--- config.mk ---
export PLATFORM = sky130hd
export DESIGN_NAME = ctm_top
export DESIGN_NICKNAME = d
export VERILOG_FILES = /design/src/verilog/ctm_pkg.sv /design/src/verilog/ctm_clk_sel.sv /design/src/verilog/ctm_top.sv
export VERILOG_INCLUDE_DIRS = /design/src /design/src/verilog
export SDC_FILE = /design/constraint.sdc
export NUM_CORES = 1
export LEC_CHECK = 0
export BUFFER_PORTS_ARGS = -buffer_cell sky130_fd_sc_hd__buf_2
export CORE_MARGIN = 10
export CORE_UTILIZATION = 53
export DETAILED_ROUTE_END_ITERATION = 10
export HOLD_SLACK_MARGIN = 0.08
export PLACE_DENSITY_LB_ADDON = 0.2
export SLEW_MARGIN = 30
export SYNTH_ARGS = -nofsm -noshare
export SYNTH_HDL_FRONTEND = slang
export SYNTH_SLANG_ARGS = --single-unit
--- constraint.sdc ---
create_clock -name clk_sys -period 4.1 [get_ports clk_sys]
set_clock_uncertainty 0.15 [all_clocks]
set_input_delay 0.205 -clock clk_sys [delete_from_list [all_inputs] [get_ports clk_sys]]
set_output_delay 0.205 -clock clk_sys [all_outputs]
set_load 0.01 [all_outputs]
--- src/verilog/ctm_consts.svh ---
// Register offsets, field positions and fixed values of the compact timer
`ifndef CTM_CONSTS_SVH
`define CTM_CONSTS_SVH

// ***************************************************************
// Register byte offsets
// ***************************************************************
`define CTM_OFF_CTRL0     12'h000
`define CTM_OFF_CTRL1     12'h004
`define CTM_OFF_CNT_LO    12'h008
`define CTM_OFF_CNT_HI    12'h00c
`define CTM_OFF_CMPA_LO   12'h010
`define CTM_OFF_CMPA_HI   12'h014
`define CTM_OFF_CMPP      12'h018
`define CTM_OFF_PEND      12'h01c

// ***************************************************************
// Field positions
// ***************************************************************
`define CTM_C0_PAUSE      7
`define CTM_C0_CKS_HI     6
`define CTM_C0_CKS_LO     4
`define CTM_C0_ON         3
`define CTM_C0_MASK       8'hf8
`define CTM_C1_MODE_HI    7
`define CTM_C1_MODE_LO    6
`define CTM_C1_IO_HI      5
`define CTM_C1_IO_LO      4
`define CTM_C1_OC         3
`define CTM_C1_POL        2
`define CTM_C1_DPX        1
`define CTM_C1_CCLR       0
`define CTM_PEND_A        0
`define CTM_PEND_P        1

// ***************************************************************
// Values
// ***************************************************************
`define CTM_RST_BYTE      8'h00
`define CTM_RST_WORD      16'h0000
`define CTM_CNT_MAX       16'hffff
`define CTM_CNT_STEP      16'h0001
`define CTM_RDATA_PAD     24'h000000
`define CTM_PEND_PAD      6'h00
`define CTM_PIN_IDLE      1'b0
`define CTM_DIV4_LAST     2'h3
`define CTM_DIV16_LAST    4'hf
`define CTM_DIV64_LAST    6'h3f
`define CTM_IO_NONE       2'h0
`define CTM_IO_LOW        2'h1
`define CTM_IO_HIGH       2'h2
`define CTM_IO_TOGGLE     2'h3
`define CTM_PWM_INACT     2'h0
`define CTM_PWM_ACT       2'h1
`define CTM_PWM_WAVE      2'h2

`endif

--- src/verilog/ctm_pkg.sv ---
// Types shared by the compact timer modules
`default_nettype none
package ctm_pkg;

    typedef enum logic [1:0] {
        CTM_MODE_CMP   = 2'b00,
        CTM_MODE_UNDEF = 2'b01,
        CTM_MODE_PWM   = 2'b10,
        CTM_MODE_TMR   = 2'b11
    } ctm_mode_t;

    typedef enum logic [2:0] {
        CTM_CK_SYS4     = 3'b000,
        CTM_CK_SYS      = 3'b001,
        CTM_CK_H16      = 3'b010,
        CTM_CK_H64      = 3'b011,
        CTM_CK_SUB0     = 3'b100,
        CTM_CK_SUB1     = 3'b101,
        CTM_CK_EXT_RISE = 3'b110,
        CTM_CK_EXT_FALL = 3'b111
    } ctm_clksel_t;

endpackage
`default_nettype wire

--- src/verilog/ctm_clk_sel.sv ---
// Count clock source selection and prescaling for the compact timer
`timescale 1ns/1ns
`default_nettype none
`include "ctm_consts.svh"

module ctm_clk_sel (
    // Clock and reset
    input  wire logic       clk_sys,
    input  wire logic       rst,
    input  wire logic       ce,
    // Control
    input  wire logic       run,
    input  wire logic [2:0] clk_sel,
    // Tick sources
    input  wire logic       hclk_tick,
    input  wire logic       sub_tick,
    input  wire logic       ext_pin,
    // Result
    output logic            count_tick
);

    logic [1:0] div4_r;
    logic [5:0] hdiv_r;
    logic       ext_prev_r;
    logic       src_tick;

    wire sys4_tick = (div4_r == `CTM_DIV4_LAST);
    wire h16_tick  = hclk_tick & (hdiv_r[3:0] == `CTM_DIV16_LAST);
    wire h64_tick  = hclk_tick & (hdiv_r == `CTM_DIV64_LAST);
    wire ext_rise  = ext_pin & ~ext_prev_r;
    wire ext_fall  = ~ext_pin & ext_prev_r;

    // Prescalers run free so a source switch needs no restart
    always_ff @(posedge clk_sys or posedge rst) begin
        if (rst) begin
            div4_r     <= '0;
            hdiv_r     <= '0;
            ext_prev_r <= 1'b0;
        end else if (ce) begin
            div4_r     <= div4_r + 2'h1;
            if (hclk_tick) begin
                hdiv_r <= hdiv_r + 6'h1;
            end
            ext_prev_r <= ext_pin;
        end
    end

    always_comb begin
        case (ctm_pkg::ctm_clksel_t'(clk_sel))
            ctm_pkg::CTM_CK_SYS4:     src_tick = sys4_tick;
            ctm_pkg::CTM_CK_SYS:      src_tick = 1'b1;
            ctm_pkg::CTM_CK_H16:      src_tick = h16_tick;
            ctm_pkg::CTM_CK_H64:      src_tick = h64_tick;
            ctm_pkg::CTM_CK_SUB0:     src_tick = sub_tick;
            ctm_pkg::CTM_CK_SUB1:     src_tick = sub_tick;
            ctm_pkg::CTM_CK_EXT_RISE: src_tick = ext_rise;
            ctm_pkg::CTM_CK_EXT_FALL: src_tick = ext_fall;
            default:                  src_tick = 1'b0;
        endcase
    end

    assign count_tick = src_tick & run & ce;

endmodule
`default_nettype wire

--- src/verilog/ctm_top.sv ---
// Compact timer: 16-bit up counter, two comparators, APB register slave
//
// Overview of operation
// - A 16-bit counter counts only upward on each selected clock tick.
// - Comparator P matches its 8-bit value against counter bits 15..8.
// - Comparator A matches its 16-bit value against the whole counter.
// - Software cannot load the counter; enable rising edge clears it.
// - Counter clears itself on overflow or on the selected comparator match.
// - Separate interrupt requests for comparator A and comparator P matches.
// - Count clock from system ratios, high clock, sub clock or pin.
// - External pin counts on rising or falling edge as configured.
// - Compare mode sets, clears or toggles the output pin on match.
// - The same output pin carries the PWM waveform in PWM mode.
// - No capture input exists; the only input pin is the count pin.
// - Modes are compare output, timer/event counter and PWM output.
// - Low bytes pass through a shared buffer, moved on high byte access.
// - Writing compare A low byte only loads the holding buffer.
// - Writing compare A high byte also copies the buffer into low byte.
// - Reading a high byte captures the matching low byte into the buffer.
// - Counter pair read-only, compare A pair read/write, P separate.
// - Mode field: 00 compare, 01 undefined, 10 PWM, 11 timer.
// - Clock field decodes eight codes into seven sources including two pin edges.
// - Pause bit freezes the counter; clearing it resumes from there.
// - Clear select (DPX in PWM mode) picks A match, or P match and overflow when P zero.
//
// Added by the designer: the register offsets and register access over APB.
`timescale 1ns/1ns
`default_nettype none
`include "ctm_consts.svh"

module ctm_top (
    // Clock, reset, clock enable
    input  wire logic        clk_sys,
    input  wire logic        rst,
    input  wire logic        ce,
    // APB slave
    input  wire logic        psel,
    input  wire logic        penable,
    input  wire logic        pwrite,
    input  wire logic [11:0] paddr,
    input  wire logic [31:0] pwdata,
    output logic [31:0]      prdata,
    output logic             pready,
    output logic             pslverr,
    // Internal clock ticks
    input  wire logic        hclk_tick,
    input  wire logic        sub_tick,
    // Pins
    input  wire logic        external_count_pin,
    output logic             timer_output_pin,
    // Interrupt requests and acknowledges
    output logic             irq_match_a,
    output logic             irq_match_p,
    input  wire logic        irq_ack_a,
    input  wire logic        irq_ack_p
);

    // ***********************************************************
    // State
    // ***********************************************************
    logic [7:0]  ctrl0_r;
    logic [7:0]  ctrl1_r;
    logic [15:0] cnt_r;
    logic [15:0] cmpa_r;
    logic [7:0]  cmpp_r;
    logic [7:0]  buf_r;
    logic [1:0]  pend_r;
    logic        en_prev_r;
    logic        cmp_lvl_r;
    logic        pin_r;
    logic [7:0]  prdata_r;

    logic [15:0] cnt_nxt;
    logic [15:0] cmpa_nxt;
    logic [7:0]  buf_nxt;
    logic [1:0]  pend_nxt;
    logic        cmp_lvl_nxt;
    logic        pin_nxt;
    logic [7:0]  rd_mux;
    logic        io_lvl;
    logic        pwm_lvl;
    logic        tick;

    function automatic logic ctm_drive(input logic lvl, input logic inv);
        return lvl ^ inv;
    endfunction

    // ***********************************************************
    // APB decode
    // ***********************************************************
    wire acc_setup  = psel & ~penable;
    wire acc_done   = psel & penable;
    wire hit_c0     = (paddr == `CTM_OFF_CTRL0);
    wire hit_c1     = (paddr == `CTM_OFF_CTRL1);
    wire hit_cnt_lo = (paddr == `CTM_OFF_CNT_LO);
    wire hit_cnt_hi = (paddr == `CTM_OFF_CNT_HI);
    wire hit_a_lo   = (paddr == `CTM_OFF_CMPA_LO);
    wire hit_a_hi   = (paddr == `CTM_OFF_CMPA_HI);
    wire hit_p      = (paddr == `CTM_OFF_CMPP);
    wire hit_pend   = (paddr == `CTM_OFF_PEND);
    wire addr_ok    = hit_c0 | hit_c1 | hit_cnt_lo | hit_cnt_hi |
                      hit_a_lo | hit_a_hi | hit_p | hit_pend;
    wire wr         = ce & acc_done & pwrite;
    // Read side effects are taken at setup so high byte and low byte
    // capture see the same counter snapshot
    wire rd_setup   = ce & acc_setup & ~pwrite;

    assign pready  = 1'b1;
    assign pslverr = acc_done & ~addr_ok;
    assign prdata  = {`CTM_RDATA_PAD, prdata_r};

    // ***********************************************************
    // Control fields
    // ***********************************************************
    wire       en    = ctrl0_r[`CTM_C0_ON];
    wire       pause = ctrl0_r[`CTM_C0_PAUSE];
    wire [2:0] cks   = ctrl0_r[`CTM_C0_CKS_HI:`CTM_C0_CKS_LO];
    wire [1:0] io    = ctrl1_r[`CTM_C1_IO_HI:`CTM_C1_IO_LO];
    wire       oc    = ctrl1_r[`CTM_C1_OC];
    wire       pol   = ctrl1_r[`CTM_C1_POL];
    wire       dpx   = ctrl1_r[`CTM_C1_DPX];
    wire       cclr  = ctrl1_r[`CTM_C1_CCLR];
    ctm_pkg::ctm_mode_t mode;
    assign mode = ctm_pkg::ctm_mode_t'(
                  ctrl1_r[`CTM_C1_MODE_HI:`CTM_C1_MODE_LO]);

    wire en_rise = ce & en & ~en_prev_r;
    wire run     = en & ~pause;

    // ***********************************************************
    // Count clock; the count pin is the only input, no capture
    // ***********************************************************
    ctm_clk_sel u_clk_sel (
        .clk_sys    (clk_sys),
        .rst        (rst),
        .ce         (ce),
        .run        (run),
        .clk_sel    (cks),
        .hclk_tick  (hclk_tick),
        .sub_tick   (sub_tick),
        .ext_pin    (external_count_pin),
        .count_tick (tick)
    );

    // ***********************************************************
    // Comparators and counter
    // ***********************************************************
    wire p_zero = (cmpp_r == `CTM_RST_BYTE);
    wire a_eq   = (cnt_r == cmpa_r);
    // Upper bits match once per period at low byte zero; a zero period
    // value means the full 16-bit overflow instead
    wire p_eq   = p_zero ? (cnt_r == `CTM_CNT_MAX)
                         : ((cnt_r[15:8] == cmpp_r) &&
                            (cnt_r[7:0] == `CTM_RST_BYTE));
    wire a_hit  = tick & a_eq & ~en_rise;
    wire p_hit  = tick & p_eq & ~en_rise;
    wire clr    = (mode == ctm_pkg::CTM_MODE_PWM) ? (dpx ? a_hit : p_hit)
                                                  : (cclr ? a_hit : p_hit);

    wire [15:0] cnt_inc = cnt_r + `CTM_CNT_STEP;
    assign cnt_nxt = (en_rise | clr) ? `CTM_RST_WORD
                                     : (tick ? cnt_inc : cnt_r);

    // ***********************************************************
    // Byte buffer and compare A pair
    // ***********************************************************
    assign buf_nxt  = (wr & hit_a_lo)       ? pwdata[7:0] :
                      (rd_setup & hit_cnt_hi) ? cnt_r[7:0] :
                      (rd_setup & hit_a_hi) ? cmpa_r[7:0] :
                      buf_r;
    assign cmpa_nxt = (wr & hit_a_hi) ? {pwdata[7:0], buf_r}
                                      : cmpa_r;

    always_comb begin
        rd_mux = `CTM_RST_BYTE;
        if (hit_c0) begin
            rd_mux = ctrl0_r;
        end else if (hit_c1) begin
            rd_mux = ctrl1_r;
        end else if (hit_cnt_lo | hit_a_lo) begin
            rd_mux = buf_r;
        end else if (hit_cnt_hi) begin
            rd_mux = cnt_r[15:8];
        end else if (hit_a_hi) begin
            rd_mux = cmpa_r[15:8];
        end else if (hit_p) begin
            rd_mux = cmpp_r;
        end else if (hit_pend) begin
            rd_mux = {`CTM_PEND_PAD, pend_r};
        end
    end

    // ***********************************************************
    // Pending match requests; a new match beats a same-cycle clear
    // ***********************************************************
    wire clr_pa = (wr & hit_pend & pwdata[`CTM_PEND_A]) | irq_ack_a;
    wire clr_pp = (wr & hit_pend & pwdata[`CTM_PEND_P]) | irq_ack_p;
    assign pend_nxt[`CTM_PEND_A] = a_hit |
                                   (pend_r[`CTM_PEND_A] & ~clr_pa);
    assign pend_nxt[`CTM_PEND_P] = p_hit |
                                   (pend_r[`CTM_PEND_P] & ~clr_pp);
    assign irq_match_a = pend_r[`CTM_PEND_A];
    assign irq_match_p = pend_r[`CTM_PEND_P];

    // ***********************************************************
    // Output pin
    // ***********************************************************
    always_comb begin
        case (io)
            `CTM_IO_NONE: io_lvl = cmp_lvl_r;
            `CTM_IO_LOW:  io_lvl = 1'b0;
            `CTM_IO_HIGH: io_lvl = 1'b1;
            default:      io_lvl = ~cmp_lvl_r;
        endcase
    end

    assign cmp_lvl_nxt = en_rise ? oc :
                         (a_hit & (mode == ctm_pkg::CTM_MODE_CMP)) ? io_lvl :
                         cmp_lvl_r;

    wire [15:0] duty       = dpx ? {cmpp_r, `CTM_RST_BYTE} : cmpa_r;
    wire        pwm_active = (cnt_r < duty);

    always_comb begin
        case (io)
            `CTM_PWM_INACT: pwm_lvl = ~oc;
            `CTM_PWM_ACT:   pwm_lvl = oc;
            `CTM_PWM_WAVE:  pwm_lvl = pwm_active ? oc : ~oc;
            default:        pwm_lvl = ~oc;
        endcase
    end

    always_comb begin
        case (mode)
            ctm_pkg::CTM_MODE_CMP: pin_nxt = ctm_drive(cmp_lvl_nxt, pol);
            ctm_pkg::CTM_MODE_PWM: pin_nxt = ctm_drive(pwm_lvl, pol);
            default:               pin_nxt = `CTM_PIN_IDLE;
        endcase
    end

    assign timer_output_pin = pin_r;

    // ***********************************************************
    // Registers
    // ***********************************************************
    always_ff @(posedge clk_sys or posedge rst) begin
        if (rst) begin
            ctrl0_r   <= `CTM_RST_BYTE;
            ctrl1_r   <= `CTM_RST_BYTE;
            cmpp_r    <= `CTM_RST_BYTE;
            prdata_r  <= `CTM_RST_BYTE;
        end else if (ce) begin
            if (wr & hit_c0) begin
                ctrl0_r <= pwdata[7:0] & `CTM_C0_MASK;
            end
            if (wr & hit_c1) begin
                ctrl1_r <= pwdata[7:0];
            end
            if (wr & hit_p) begin
                cmpp_r <= pwdata[7:0];
            end
            if (rd_setup) begin
                prdata_r <= rd_mux;
            end
        end
    end

    always_ff @(posedge clk_sys or posedge rst) begin
        if (rst) begin
            cnt_r     <= `CTM_RST_WORD;
            cmpa_r    <= `CTM_RST_WORD;
            buf_r     <= `CTM_RST_BYTE;
            pend_r    <= '0;
            en_prev_r <= 1'b0;
            cmp_lvl_r <= 1'b0;
            pin_r     <= `CTM_PIN_IDLE;
        end else if (ce) begin
            cnt_r     <= cnt_nxt;
            cmpa_r    <= cmpa_nxt;
            buf_r     <= buf_nxt;
            pend_r    <= pend_nxt;
            en_prev_r <= en;
            cmp_lvl_r <= cmp_lvl_nxt;
            pin_r     <= pin_nxt;
        end
    end
endmodule
`default_nettype wire
==> results.ini, run 1 <==
[cells_and_area]
final_common_cell = dfrtp_1
antenna_cells = 0
fin_util = 0.597
mostFrequentLayoutCells = dfrtp_1, nor2_1, buf_2
n_fill_cell = 847
seqCellArea_sq_um = 2080
areaGrowthSynthToFinish_pct = 10.5
drive_above_1_share = 0.196
finalNetCount = 654
multi_input_area_sq_um = 2950

[grt]
grt_max_degree = 55
grt_overflow_total = 0
grt_pass1_wl_um = 22800
antenna_found_initial = 0
grtUsageTotal = 0.197
grt_pass1_vias = 4309

[power]
leakage_nw = 2.62
vdd_drop_max_mv = 0.238
p_per_area_nw_per_um2 = 292

[synthesis]
async_flop_share = 1.00
synth_edf_count = 0
postSynthCellCount = 533
ys.flop_type = dfrtp_1
netlist_area_sq_um = 5260
seq_area_frac_synth = 0.395
ys_warn_count = 0
ys_seq_elements = 83
synth.avg_cell_area_sq_um = 9.87
ys_types = 58

[worst_hold_path]
min_path_type = in -> reg
hold_start = pwrite

[place]
io_buffers = 42
gp_congestion = 0.897
dp_hpwl_um = 10700

[timing]
setup_viol = 0
fmax_mhz = 309
max_slew_margin = 0.363
slew_viol_final = 0
min_period_ns = 3.24
rsz0062_at_grt = false
hold_viol_final = 0
period_share = 0.789
fin_setup_tns_ns = 0
worst_pin_slew_ns = 0.949

[worst_setup_path]
cp.required_ns = 4.21
reg2reg_from = ctrl1_r[1]$_DFFE_PP0P_
path_cells = mux2i_1 -> ha_1 -> a21oi_1 -> o21ai_0 -> a221oi_1 -> nand3_1 -> mux2i_1 -> o221a_1 -> a221o_1
cp.arrival_ns = 3.35
cp-end-kind = register
path_class = reg -> reg
cpPeakStageDelay_ns = 0.85
crit_family = compound AO/OA/AOI/OAI gates
crit_path_frequent_cell = mux2i_1
path_buf_inv = 0
cp-start-kind = register
startpoint = ctrl1_r[1]$_DFFE_PP0P_
cp_max_fo = 19
crit_slowest_cell = dfrtp_1

[die]
floorplan.rows = 36
io_pins = 92
die_w_um = 120
die_h_um = 120
initial_utilization = 0.541
die_area_sq_um = 14300
fp.coreArea_sq_um = 9730

[routing]
routedWlPerCell_um = 19.7
drt_pass1_iterations = 5
wirelength_um = 14100
vias = 4178
drtIter0Drc = 474
antenna_left = 0
viasPerCell = 5.84
drc = 0

[clocking]
clockBufferDepth = 2
clkLatencyLatePin_ns = 0.37
clk_pin_slew_ns = 0.10
ctsHoldBuffers = 15
clkSinkCount = 83
ctsResizeCount = 0
cts_buffers = 9
post_cts_buffers = 0
cts_root_buffer = clkbuf_8
htree_num_levels = 3
tritoncts = done

[job]
cap_viol_max_count = 0

[status]
status = completed

-- Yosys cell counts (19+ instances only) --
library cell,number,area [sq um]
xor2_1,20,175
ha_1,21,263
a21oi_1,25,125
nand4_1,19,119
xnor2_1,25,219
buf_4,26,195
dfrtp_1,83,2080
mux2_2,40,450
nor2_1,49,184
nand3_1,23,115
mux2i_1,23,230
nand2_1,21,78.8
-- final timing paths --
path | to | slack (ns) | cells past startpoint
min in group asynchronous | u_clk_sel.hdiv_r[2]$_DFFE_PP0P_ | 0.33 | 3
max in group asynchronous | cmpa_r[6]$_DFFE_PP0P_ | 2.59 | 4
worst max-delay path | timer_output_pin$_DFFE_PP0P_ | 0.86 | 9
worst min-delay path | prdata_r[2]$_DFFE_PP0P_ | 0.18 | 5
worst min register to register | u_clk_sel.div4_r[0]$_DFFE_PP0P_ | 0.33 | 1
worst max register to register | timer_output_pin$_DFFE_PP0P_ | 0.86 | 9
-- per-layer routing --
| layer | share of wire | track usage | vias up |
|---|---|---|---|
| met2 | 0.48 | 0.313 | 145 |
| li1 | - | - | 1979 |
| met3 | 0.074 | 0.0572 | 19 |
| met1 | 0.43 | 0.254 | 2035 |
| met4 | 0.016 | 0.0618 | 0 |
| met5 | 0 | 0 | - |
-- final cells by class --
cell class | count | share of cell area
multi-input combinational | 412 | 0.508
sequential | 83 | 0.357
timing repair buffer | 60 | 0.0659
tap | 133 | 0.0286
clock buffer | 9 | 0.0213
clock inverter | 7 | 0.0106
inverter | 12 | 0.00818
-- power by group --
group          total, mW  internal, mW  switching [mW]
combinational      0.209        0.0934           0.116
sequential         0.915         0.874          0.0411
clock              0.571         0.232           0.340
total               1.70          1.20           0.497
-- stage by stage --
step	power [mW]	std cells	area, sq um	setup slack, ns	hold slack (ns)
6_report	1.70	716	5810	0.863	0.179
3_5_place_dp	1.13	685	5470	0.941	0.293
2_1_floorplan	1.07	556	5350	1.18	0.172
3_3_place_gp	1.12	685	5470	0.929	0.273
4_1_cts	1.71	716	5810	0.933	0.175
5_1_grt	1.78	716	5810	0.748	0.200
-- tightest hold or removal path: cells and delay by family --
kind                   cells  cell delay (ns)
AOI/OAI and AO/OA          1             0.05
buffers and inverters      2             0.28
and+or+nand+nor            2             0.14
-- flip-flops by register name (all words and copies together) (netlist names) --
signal / cells
cmpa_r: 16
cnt_r: 16
buf_r: 8
cmpp_r: 8
ctrl1_r: 8
prdata_r: 8
u_clk_sel.hdiv_r: 6
ctrl0_r: 5
pend_r: 2
u_clk_sel.div4_r: 2
cmp_lvl_r: 1
en_prev_r: 1
timer_output_pin: 1
u_clk_sel.ext_prev_r: 1
-- logic make-up (layout without fill, tap and decap cells) --
logic type,Yosys count,count (layout),synth area share
simple gates,170,170,0.174
compound gates,88,88,0.113
flops,83,83,0.395
mux,63,63,0.129
buf+inv,61,88,0.0628
xor+xnor,45,45,0.0749
fa+ha+maj,21,21,0.0500
other cells,2,25,0.00143
Power figures use the tool's default switching activity.
==> run 2: changes to the inputs <==
CORE_UTILIZATION = 51   (was 53)
clock period = 2.87 ns   (was 4.1 ns; I/O delays follow)
==> run 2 against run 1 <==
Core utilization rose by 0.63 points. Clock power rose by 57%. Routed wire length rose by 5.2%. Total power rose by 48%. Setup slack got worse by 0.84 ns. Largest power group unchanged. Largest cell class unchanged. Via count rose by 4.6%.
==> results.ini, run 2 (synthesized netlist as in run 1, its figures left out) <==
[timing]
timing.final.ws_setup_ns = 0.0254  ; was 0.863 ns
worst_pin_slew_ns = 0.596  ; was 0.949 ns
rsz0062_at_grt = true  ; was false
min_period_ns = 2.84  ; was 3.24 ns
period_share = 0.991  ; was 0.789
hold_viol_final = 0  ; unchanged
max_slew_margin = 0.600  ; was 0.363
setup_viol = 0  ; unchanged
fmax_mhz = 352  ; was 309 MHz
slew_viol_final = 0  ; unchanged

[routing]
routedWlPerCell_um = 19.7  ; about the same
antenna_left = 0  ; unchanged
drc = 0  ; unchanged
viasPerCell = 5.78  ; was 5.84
drt_pass1_iterations = 7  ; was 5
drtIter0Drc = 327  ; was 474
wirelength_um = 14900  ; was 14100 um
vias = 4369  ; was 4178

[cells_and_area]
drive_above_1_share = 0.253  ; was 0.196
fin_util = 0.604  ; was 0.597
final_common_cell = dfrtp_1  ; unchanged
finalNetCount = 691  ; was 654
areaGrowthSynthToFinish_pct = 16.9  ; was 10.5%
n_fill_cell = 891  ; was 847
final_area_sq_um = 6150  ; was 5810 sq um
fin_cells = 756  ; was 716
antenna_cells = 0  ; unchanged
mostFrequentLayoutCells = dfrtp_1, nor2_1, buf_2  ; unchanged
top_regs = cmpa_r: 16 flops, cnt_r: 16 flops  ; unchanged

[clocking]
clockBufferDepth = 2  ; unchanged
clk_pin_slew_ns = 0.10  ; about the same
cts_buffers = 9  ; unchanged
clkSinkCount = 83  ; unchanged
cts_root_buffer = clkbuf_8  ; unchanged
tritoncts = done  ; unchanged
htree_num_levels = 3  ; unchanged
clkLatencyLatePin_ns = 0.37  ; about the same

[die]
die_h_um = 122  ; was 120 um
initial_utilization = 0.516  ; was 0.541
die_w_um = 122  ; was 120 um
die_area_sq_um = 14800  ; was 14300 sq um
floorplan.rows = 37  ; was 36
io_pins = 92  ; unchanged
fp.coreArea_sq_um = 10200  ; was 9730 sq um

[power]
vdd_drop_max_mv = 0.354  ; was 0.238 mV
power_frac_comb = 0.122  ; was 0.123
leakage_nw = 2.82  ; was 2.62 nW
intPower_mw = 1.82  ; was 1.20 mW
p_per_area_nw_per_um2 = 409  ; was 292 nW/um^2
pwr-share-seq = 0.520  ; was 0.540
p_total_mw = 2.51  ; was 1.70 mW
p_sw_frac = 0.276  ; was 0.293
netSwitchingPower_mw = 0.693  ; was 0.497 mW
clkPwrFrac = 0.358  ; was 0.337

[grt]
grtUsageTotal = 0.200  ; was 0.197
grt_max_degree = 37  ; was 55
busiest_layer = met2  ; unchanged
grt_pass1_wl_um = 23300  ; was 22800 um
grt_pass1_vias = 4424  ; was 4309
antenna_found_initial = 0  ; unchanged
grt_overflow_total = 0  ; unchanged
grt_util_met1 = 0.253  ; was 0.254
gr-usage-met3 = 0.0430  ; was 0.0572
grt_use_met2 = 0.330  ; was 0.313

[worst_setup_path]
path_class = reg -> reg  ; unchanged
cp.required_ns = 2.98  ; was 4.21 ns
cp_max_fo = 5  ; was 19
cp-end-kind = register  ; unchanged
cp-start-kind = register  ; unchanged
cp.arrival_ns = 2.96  ; was 3.35 ns

[place]
placed_area_sq_um = 5720  ; was 5470 sq um
preCtsSetupSlack_ns = -0.183  ; was 0.941 ns
dp.cells = 721  ; was 685
dp_hpwl_um = 11500  ; was 10700 um
io_buffers = 42  ; unchanged
gp_congestion = 0.925  ; was 0.897

[worst_hold_path]
min_path_type = in -> async  ; was in -> reg

[status]
status = completed  ; unchanged

[job]
cap_viol_max_count = 0  ; unchanged

## run 2: cell types whose count changed in the layout (fill, tap and decap cells not counted), sizes merged
cell / change
clkinv: -1
bufinv: +1
inv: -2
buf: +36
dlygate4sd3: +1
clkbuf: +1
clkinvlp: +1
## run 2: power by group through the flow
stage                     Clock (mW)  Sequential, mW  Combinational, mW
after global routing           0.964            1.32              0.348
after floorplan                    0            1.33              0.197
after global placement             0            1.33              0.275
after CTS                      0.922            1.31              0.304
final                          0.898            1.31              0.307
after detailed placement           0            1.33              0.284
## run 2: worst max-delay path, cell delays in order, from the launching register on
cell,delay [ns]
dfrtp_2,0.43
buf_12,0.14
mux2i_1,0.16
ha_1,0.28
a21oi_2,0.15
o21ai_0,0.10
a221oi_1,0.34
buf_4,0.18
nand3_2,0.11
mux2i_2,0.19
o221a_1,0.26
a221o_1,0.25
## run 2: path summary, 6_finish.rpt
path | depth (start not counted) | slack, ns | from | endpoint
max | 11 | 0.03 | ctrl1_r[1]$_DFFE_PP0P_ | timer_output_pin$_DFFE_PP0P_
min | 3 | 0.13 | rst | cnt_r[0]$_DFFE_PP0P_
max reg2reg | 11 | 0.03 | ctrl1_r[1]$_DFFE_PP0P_ | timer_output_pin$_DFFE_PP0P_
min reg2reg | 1 | 0.33 | u_clk_sel.div4_r[0]$_DFFE_PP0P_ | u_clk_sel.div4_r[0]$_DFFE_PP0P_
max in group asynchronous | 4 | 1.63 | rst | ctrl1_r[1]$_DFFE_PP0P_
min in group clk_sys | 4 | 0.14 | pwrite | prdata_r[0]$_DFFE_PP0P_
## run 2: layout make-up
type                    count  area, sq um  area share
well taps                 136          170      0.0277
multi-input cells         412         2970       0.483
inverters                  12         46.3     0.00753
clock inverters             6         71.3      0.0116
clock buffers              10          138      0.0224
flip-flops and latches     83         2080       0.338
repair buffers             97          676       0.110
## run 2: metal layers
| layer | up-vias | wire length (um) |
|---|---|---|
| li1 | 2044 | - |
| met1 | 2138 | 6330 |
| met2 | 158 | 7210 |
| met3 | 29 | 977 |
| met4 | 0 | 344 |
| met5 | - | 0 |
## run 2: repair_timing
item                                    4_1_cts  5_1_grt
endpoints found under the hold margin       129        0
buffers inserted                              3        0
pin swaps                                     1        1
endpoints found under the setup margin        1       17
gates resized for setup                       2        7
hold buffers                                 16        0
## run 2: through the flow
step	setup TNS, ns	hold WS [ns]
finish	0	0.126
global route	-0.0659	0.158
CTS	0	0.114
detailed placement	-0.183	-0.0229
global placement	-0.109	-0.0288
floorplan	0	0.110
